==> src/common/hprsc_pkg.sv <==
// Package: constants and carrier types for the permit/relay/setpoint block
package hprsc_pkg;
    localparam int unsigned CLK_HZ = 10000000;
    localparam int unsigned SEC_TIME = 1;
    localparam int unsigned SEC_CYCLES = SEC_TIME * CLK_HZ;
    localparam logic [7:0] PROVE_WAIT_MAX = 8'hf0;
    localparam logic [7:0] PROVE_WAIT_RST = 8'h00;
    localparam logic [7:0] TEMP_MIN_F = 8'h28;
    localparam logic [7:0] TEMP_MAX_F = 8'hf0;
    localparam logic [7:0] TEMP_SPAN_F = 8'hc8;
    localparam logic [7:0] LOCAL_TARGET_RST = 8'h28;
    localparam logic [11:0] LEVEL_FULL = 12'hfff;
    localparam logic [11:0] LEVEL_OFFSET = 12'h333;
    localparam int unsigned SYNC_STAGES = 3;

    typedef enum logic [1:0] {
        HPRSC_SRC_OFFSET = 2'b00,
        HPRSC_SRC_ZERO = 2'b01,
        HPRSC_SRC_NET = 2'b10
    } hprsc_src_type;

    typedef enum logic [2:0] {
        HPRSC_ST_IDLE = 3'b000,
        HPRSC_ST_PURGE = 3'b001,
        HPRSC_ST_FIRE = 3'b010,
        HPRSC_ST_ABORT = 3'b011
    } hprsc_state_type;

    typedef struct packed {
        logic remote_mode;
        hprsc_src_type source;
        logic [7:0] local_target;
        logic [7:0] prove_wait;
        logic serial_port_switch;
    } hprsc_cfg_type;

    typedef struct packed {
        logic [11:0] level;
        logic level_valid;
        logic [7:0] net_target;
        logic net_valid;
    } hprsc_ext_type;
endpackage

==> src/hw/hprsc_top.sv <==
// Permit gating, proving wait, relays and target selection
`timescale 1ns/1ps
`default_nettype none
// Contract
// - Fire only with both permits closed
// - Remote permit enables or stops unit
// - Proven permit checked during purge and fire
// - Proving wait settable 0 to 240 s
// - Wait expired unproven aborts start
// - Fault relay latched until clear pressed
// - Helper relay follows heat demand while remote permit closed
// - Serial pins usable only switch on
// - Local target limited 40 to 240 F
// - Selection picks fixed or external target
// - Source offset, zero or network; default offset
// - Offset range: low end maps 40 F
// - Zero range: zero maps 40 F
// - Remote indicator lit in remote mode when signal present
// - Toggle alternates manual and remote modes
// - Linear level mapping, no scaling
module hprsc_top #(
    parameter int unsigned SEC_CYC = hprsc_pkg::SEC_CYCLES
) (
    // Clock, reset, enable
    input wire logic core_clk_in,
    input wire logic rstn_in,
    input wire logic ce_in,
    // Field pins
    input wire logic remote_permit_in,
    input wire logic proven_permit_in,
    input wire logic auto_manual_toggle_in,
    input wire logic clear_button_in,
    input wire logic fault_in,
    input wire logic heat_demand_in,
    input wire logic purge_done_in,
    // Configuration and external target
    input wire hprsc_pkg::hprsc_cfg_type cfg_in,
    input wire hprsc_pkg::hprsc_ext_type ext_in,
    input wire logic serial_rx_in,
    input wire logic serial_tx_data_in,
    // Outputs
    output logic fire_permit_out,
    output logic unit_enabled_out,
    output logic proving_abort_out,
    output logic fault_relay_out,
    output logic helper_relay_out,
    output logic remote_led_out,
    output logic manual_led_out,
    output logic [7:0] target_out,
    output logic serial_tx_out,
    output logic serial_rx_out
);
    import hprsc_pkg::*;

    logic rst_a;
    logic rst_n;
    always_ff @(posedge core_clk_in or negedge rstn_in) begin
        if (!rstn_in) begin
            rst_a <= 1'b0;
            rst_n <= 1'b0;
        end else begin
            rst_a <= 1'b1;
            rst_n <= rst_a;
        end
    end

    // Three-stage pin synchronisers
    localparam int NP = 7;
    logic [NP-1:0] pins;
    logic [NP-1:0] s1, s2, s3, filt, next_filt;
    assign pins = {remote_permit_in, proven_permit_in, auto_manual_toggle_in,
                   clear_button_in, fault_in, heat_demand_in, purge_done_in};
    always_comb begin
        next_filt = filt;
        for (int i = 0; i < NP; i++) begin
            if (s2[i] == s3[i]) begin
                next_filt[i] = s3[i];
            end
        end
    end
    always_ff @(posedge core_clk_in or negedge rst_n) begin
        if (!rst_n) begin
            s1 <= '0;
            s2 <= '0;
            s3 <= '0;
            filt <= '0;
        end else if (ce_in) begin
            s1 <= pins;
            s2 <= s1;
            s3 <= s2;
            filt <= next_filt;
        end
    end
    logic remote_ok, proven_ok, toggle_lvl, clear_lvl, fault_lvl;
    logic demand_lvl, purge_done;
    assign {remote_ok, proven_ok, toggle_lvl, clear_lvl, fault_lvl,
            demand_lvl, purge_done} = filt;

    // Start sequence
    hprsc_state_type state, next_state;
    logic [31:0] tick, next_tick;
    logic [7:0] secs, next_secs;
    logic [7:0] wait_lim;
    logic abort, next_abort;
    logic fault_latch, next_fault_latch;
    always_comb begin
        wait_lim = (cfg_in.prove_wait > PROVE_WAIT_MAX) ? PROVE_WAIT_MAX
                   : cfg_in.prove_wait;
        next_state = state;
        next_tick = tick;
        next_secs = secs;
        next_abort = abort;
        case (state)
            HPRSC_ST_IDLE: begin
                next_tick = '0;
                next_secs = '0;
                if (remote_ok && demand_lvl && !fault_latch) begin
                    next_state = HPRSC_ST_PURGE;
                    next_abort = 1'b0;
                end
            end
            HPRSC_ST_PURGE: begin
                if (!remote_ok || !demand_lvl) begin
                    next_state = HPRSC_ST_IDLE;
                end else if (proven_ok) begin
                    if (purge_done) begin
                        next_state = HPRSC_ST_FIRE;
                    end
                end else if (secs >= wait_lim) begin
                    next_state = HPRSC_ST_ABORT;
                    next_abort = 1'b1;
                end else if (tick == SEC_CYC - 1) begin
                    next_tick = '0;
                    next_secs = secs + 8'h01;
                end else begin
                    next_tick = tick + 32'h1;
                end
            end
            HPRSC_ST_FIRE: begin
                if (!remote_ok || !proven_ok || !demand_lvl) begin
                    next_state = HPRSC_ST_IDLE;
                end
            end
            HPRSC_ST_ABORT: begin
                if (!demand_lvl || !remote_ok) begin
                    next_state = HPRSC_ST_IDLE;
                end
            end
            default: next_state = HPRSC_ST_IDLE;
        endcase
    end
    always_ff @(posedge core_clk_in or negedge rst_n) begin
        if (!rst_n) begin
            state <= HPRSC_ST_IDLE;
            tick <= '0;
            secs <= PROVE_WAIT_RST;
            abort <= 1'b0;
        end else if (ce_in) begin
            state <= next_state;
            tick <= next_tick;
            secs <= next_secs;
            abort <= next_abort;
        end
    end

    // Fault latch, mode toggle
    logic remote_mode, next_remote_mode, toggle_d, mode_init;
    logic next_mode_init;
    always_comb begin
        next_fault_latch = fault_latch;
        // Abort state sets the fault latch, held until clear
        if (fault_lvl || (state == HPRSC_ST_ABORT)) begin
            next_fault_latch = 1'b1;
        end else if (clear_lvl) begin
            next_fault_latch = 1'b0;
        end
        next_mode_init = 1'b1;
        next_remote_mode = remote_mode;
        if (!mode_init) begin
            next_remote_mode = cfg_in.remote_mode;
        end else if (toggle_lvl && !toggle_d) begin
            next_remote_mode = !remote_mode;
        end
    end
    always_ff @(posedge core_clk_in or negedge rst_n) begin
        if (!rst_n) begin
            fault_latch <= 1'b0;
            remote_mode <= 1'b0;
            toggle_d <= 1'b0;
            mode_init <= 1'b0;
        end else if (ce_in) begin
            fault_latch <= next_fault_latch;
            remote_mode <= next_remote_mode;
            toggle_d <= toggle_lvl;
            mode_init <= next_mode_init;
        end
    end

    // Target selection
    logic [7:0] analog_target;
    hprsc_level_map u_map (
        .clk_in(core_clk_in),
        .rst_n_in(rst_n),
        .ce_in(ce_in),
        .source_in(cfg_in.source),
        .level_in(ext_in.level),
        .target_out(analog_target)
    );
    logic [7:0] local_t, ext_t, next_target;
    logic ext_present, next_remote_led;
    always_comb begin
        local_t = cfg_in.local_target;
        if (local_t < TEMP_MIN_F) begin
            local_t = TEMP_MIN_F;
        end else if (local_t > TEMP_MAX_F) begin
            local_t = TEMP_MAX_F;
        end
        ext_t = (cfg_in.source == HPRSC_SRC_NET) ? ext_in.net_target
                : analog_target;
        if (ext_t < TEMP_MIN_F) begin
            ext_t = TEMP_MIN_F;
        end else if (ext_t > TEMP_MAX_F) begin
            ext_t = TEMP_MAX_F;
        end
        ext_present = (cfg_in.source == HPRSC_SRC_NET) ? ext_in.net_valid
                      : ext_in.level_valid;
        next_target = (remote_mode && ext_present) ? ext_t : local_t;
        next_remote_led = remote_mode && ext_present;
    end

    always_ff @(posedge core_clk_in or negedge rst_n) begin
        if (!rst_n) begin
            fire_permit_out <= 1'b0;
            unit_enabled_out <= 1'b0;
            proving_abort_out <= 1'b0;
            fault_relay_out <= 1'b0;
            helper_relay_out <= 1'b0;
            remote_led_out <= 1'b0;
            manual_led_out <= 1'b1;
            target_out <= LOCAL_TARGET_RST;
            serial_tx_out <= 1'b1;
            serial_rx_out <= 1'b1;
        end else if (ce_in) begin
            fire_permit_out <= (state == HPRSC_ST_FIRE) && remote_ok
                               && proven_ok;
            unit_enabled_out <= remote_ok;
            proving_abort_out <= abort;
            fault_relay_out <= next_fault_latch;
            helper_relay_out <= demand_lvl && remote_ok;
            remote_led_out <= next_remote_led;
            manual_led_out <= !next_remote_mode;
            target_out <= next_target;
            serial_tx_out <= cfg_in.serial_port_switch ? serial_tx_data_in
                             : 1'b1;
            serial_rx_out <= cfg_in.serial_port_switch ? serial_rx_in
                             : 1'b1;
        end
    end
endmodule
`default_nettype wire

==> src/hw/hprsc_level_map.sv <==
// Analog level to target temperature mapping
`timescale 1ns/1ps
`default_nettype none
module hprsc_level_map (
    // Clock and enable
    input wire logic clk_in,
    input wire logic rst_n_in,
    input wire logic ce_in,
    // Level in
    input wire hprsc_pkg::hprsc_src_type source_in,
    input wire logic [11:0] level_in,
    // Target out
    output logic [7:0] target_out
);
    import hprsc_pkg::*;

    logic [7:0] next_target;

    function automatic logic [7:0] map_level(input logic [11:0] lvl,
                                             input logic offs);
        logic [11:0] base;
        logic [11:0] span;
        logic [19:0] prod;
        base = offs ? LEVEL_OFFSET : 12'h000;
        span = LEVEL_FULL - base;
        if (lvl <= base) begin
            map_level = TEMP_MIN_F;
        end else begin
            prod = 20'(lvl - base) * 20'(TEMP_SPAN_F);
            map_level = TEMP_MIN_F + 8'(prod / 20'(span));
        end
    endfunction

    always_comb begin
        // Linear between endpoints, no user scaling
        next_target = map_level(level_in,
            source_in == HPRSC_SRC_OFFSET);
    end

    always_ff @(posedge clk_in or negedge rst_n_in) begin
        if (!rst_n_in) begin
            target_out <= TEMP_MIN_F;
        end else if (ce_in) begin
            target_out <= next_target;
        end
    end
endmodule
`default_nettype wire

==> config.mk <==
export PLATFORM = sky130hd
export DESIGN_NAME = hprsc_top
export DESIGN_NICKNAME = d
export VERILOG_FILES = /design/src/common/hprsc_pkg.sv /design/src/hw/hprsc_top.sv /design/src/hw/hprsc_level_map.sv
export SDC_FILE = /design/constraint.sdc
export NUM_CORES = 1
export LEC_CHECK = 0
export ABC_AREA = 1
export BUFFER_PORTS_ARGS = -buffer_cell sky130_fd_sc_hd__buf_2
export CORE_MARGIN = 3
export CORE_UTILIZATION = 26
export DETAILED_ROUTE_END_ITERATION = 6
export MAX_ROUTING_LAYER = met4
export PLACE_DENSITY_LB_ADDON = 0.25
export SLEW_MARGIN = 20
export SYNTH_ARGS = -nofsm -noshare
export SYNTH_HDL_FRONTEND = slang
export SYNTH_HIERARCHICAL = 1
export SYNTH_SLANG_ARGS = --single-unit
==> constraint.sdc <==
create_clock -name core_clk_in -period 3 [get_ports core_clk_in]
set_input_delay 0.45 -clock core_clk_in [delete_from_list [all_inputs] [get_ports core_clk_in]]
set_output_delay 0.45 -clock core_clk_in [all_outputs]
set_load 0.03 [all_outputs]
==> out/qor.csv <==
metric;value;unit
Max Cap Violations;0;
count of final hold-check violations;0;
setup violators final;8;
# nets final;3180;
clock sinks;101;
asr flop ratio synth;1.00;
CTS tree;done;
placement row count;84;
Startpoint Class;input port;
DR pass1 iterations;7;
share of cells above drive strength 1;0.372;
DIE WIDTH;239;um
unrepaired setup endpoints after global routing;yes;
core area;53100;sq um
critical path data arrival time;13.05;ns
worst skew pair latency;0.36;ns
GR Overflow Total;0;
failing checks;setup timing;
crit path kind;input port to register;
antenna-violating nets left;0;
vias in the first global route;16900;
worst-path fanout max;8;
filler instances;5481;
H-tree depth;3;
Synth Cell Area;14100;sq um
GRT Util Overall;0.186;
Main synth FF type;dfrtp_1;
largest net degree at the start of global routing;55;
total die area;57000;sq um
Net Count, Synth;2563;
status;complete, but fails checks;
RD Place Congestion;0.959;
average cell area after synthesis;5.80;sq um
Synth warnings;6;
Setup crit end kind;register;
Clock transition at path regs;0.07;ns
Antenna Cells;0;
die height;239;um
root buffer cell;clkbuf_16;
Crit-path slowest cell;fa_1;
Hold Path Class;input port to register;
min setup slack post-route;-9.80;ns
Data required, critical path;3.25;ns
initial antenna violation count;1;
max incr delay on CP;0.51;ns
routed via count;17351;
Fmax;78.1;MHz
reg2reg setup slack;0.82;ns
initial DRC count;1043;
Setup WS pre-CTS;-10.67;ns
post-DP HPWL;41600;um
Placed Cells;3623;
Clock Tree Buf Depth;2;
post-synthesis cell count;2429;
TNS Setup;-63.84;ns
distinct cell type count after synthesis;59;
final max-slew violation count;0;
CTS Buf Count;9;
Starting Density;0.265;
mean number of vias per cell;4.64;
Non-Filler Instances;3739;
mean routed wirelength per cell;14.0;um
post-synthesis sequential area ratio;0.180;
DRT Wirelength;52400;um
period utilization;4.27;
Seq cells post-synth;101;
first-pass GRT wire length;84400;um
Final min period;12.80;ns
Area Growth Syn to Fin;52.2;%
DRC Markers;0;
worst-case clock skew;0.0155;ns
slew at the pin closest to its max-slew limit;0.927;ns
IO Port Bufs;70;
Seq. cell area;2540;sq um
EDFF count, synth;0;
Slew headroom;0.382;
multi-input combinational cell area;11500;sq um
Boundary Pins;71;
## worst max-delay path: cells and delay by family
family,cells,cell delay [ns]
buffers and inverters,18,1.49
AOI/OAI and AO/OA,10,1.32
xor gates and xnor gates,3,0.46
adders and majority gates,10,2.95
and+or+nand+nor,69,6.38
## per-layer routing
| metal | share of wire | global-route usage |
|---|---|---|
| met1 | 0.48 | 0.246 |
| met4 | 0.020 | 0.0407 |
| met3 | 0.031 | 0.0151 |
| met2 | 0.47 | 0.311 |
| met5 | 0 | - |
## layout by cell type, fill, tap and decap left out, types with 29 or more instances in the layout
master	n
dfrtp_1	93
inv_1	266
nand3_2	63
nand2_2	143
o21ai_0	61
nand3_1	237
inv_2	52
buf_4	556
nor2_1	211
nor2_2	37
nand2_4	29
nand4_1	41
nand2_1	769
xor2_1	42
buf_2	67
ha_1	49
## cell families after synthesis
kind of cell | Yosys count | synth area share
simple gates | 1626 | 0.518
compound gates | 174 | 0.0721
other cells | 1 | 0.000266
flops | 101 | 0.180
buf+inv | 381 | 0.111
fa+ha+maj | 80 | 0.0775
xor+xnor | 66 | 0.0411
## state kept, by name (all words and copies together), names as in the netlist, 2 cells and up
register,cells
s2,7
s1,7
s3,7
filt,7
tick,32
target_out,8
secs,8
state,2
u_map/target_out,8
## Yosys cell counts, types with 3 or more instances
| library cell | n | area, sq um |
|---|---|---|
| o211ai_1 | 4 | 30.0 |
| nor4_1 | 3 | 18.8 |
| nand4_1 | 41 | 257 |
| nor3_1 | 15 | 75.1 |
| a21o_1 | 3 | 22.5 |
| nor2_8 | 3 | 60.1 |
| nor2_2 | 20 | 125 |
| dfstp_2 | 7 | 184 |
| nand2_1 | 881 | 3310 |
| or2_2 | 5 | 31.3 |
| buf_2 | 15 | 75.1 |
| nand3_4 | 3 | 52.6 |
| xor2_1 | 53 | 464 |
| buf_6 | 9 | 101 |
| fa_1 | 12 | 240 |
| a31oi_1 | 4 | 25.0 |
| nand3_1 | 288 | 1440 |
| o21ai_0 | 75 | 375 |
| xnor2_1 | 13 | 114 |
| buf_8 | 4 | 60.1 |
| clkinv_1 | 6 | 22.5 |
| nand3b_1 | 16 | 120 |
| nand3_2 | 28 | 280 |
| nor2_4 | 6 | 67.6 |
| inv_1 | 284 | 1070 |
| inv_2 | 43 | 161 |
| nor2_1 | 245 | 920 |
| nand2_4 | 6 | 67.6 |
| nand2_2 | 56 | 350 |
| o21ai_1 | 23 | 115 |
| dfrtp_1 | 94 | 2350 |
| ha_1 | 68 | 851 |
| o21bai_1 | 7 | 52.6 |
| o31ai_1 | 4 | 30.0 |
| a21oi_1 | 34 | 170 |
| buf_1 | 5 | 18.8 |
| a21boi_0 | 4 | 30.0 |
| clkbuf_1 | 13 | 48.8 |
## through the flow
step / hold WS (ns) / utilization / instance area [sq um]
3_3_place_gp: 0.237 / 0.357 / 18900
6_report: 0.296 / 0.404 / 21400
2_1_floorplan: 0.154 / - / 14400
4_1_cts: 0.277 / 0.387 / 20500
5_1_grt: 0.297 / 0.404 / 21400
3_5_place_dp: 0.240 / 0.357 / 18900
## cell type report
cell class,count,share of cell area
multi-input combinational,1949,0.538
clock buffer,10,0.0107
tap,688,0.0402
clock inverter,6,0.00280
sequential,101,0.119
timing repair buffer,652,0.229
inverter,333,0.0606
## worst paths after layout
kind	to	depth (start not counted)	from
min in group asynchronous	secs[3]	0	rst_n
hold reg to reg	rst_n	0	rst_a
max in group asynchronous	tick[30]	1	rst_n
hold / removal	s1[3]	3	clear_button_in
setup / recovery	u_map/target_out[0]	110	cfg_in[17]
setup reg to reg	tick[23]	10	tick[0]
## what timing repair did
action | CTS | global route
resized for setup | 170 | 175
hold buffers | 1 | 0
buffers inserted | 72 | 23
endpoints found under the hold margin | 2 | 0
pin swaps | 132 | 129
setup endpoints to repair | 8 | 8
gates cloned | 4 | 0
Power is left out: the tool's default activity adds up to more than one toggle a clock period on the data nets, which glitch-free logic cannot reach.
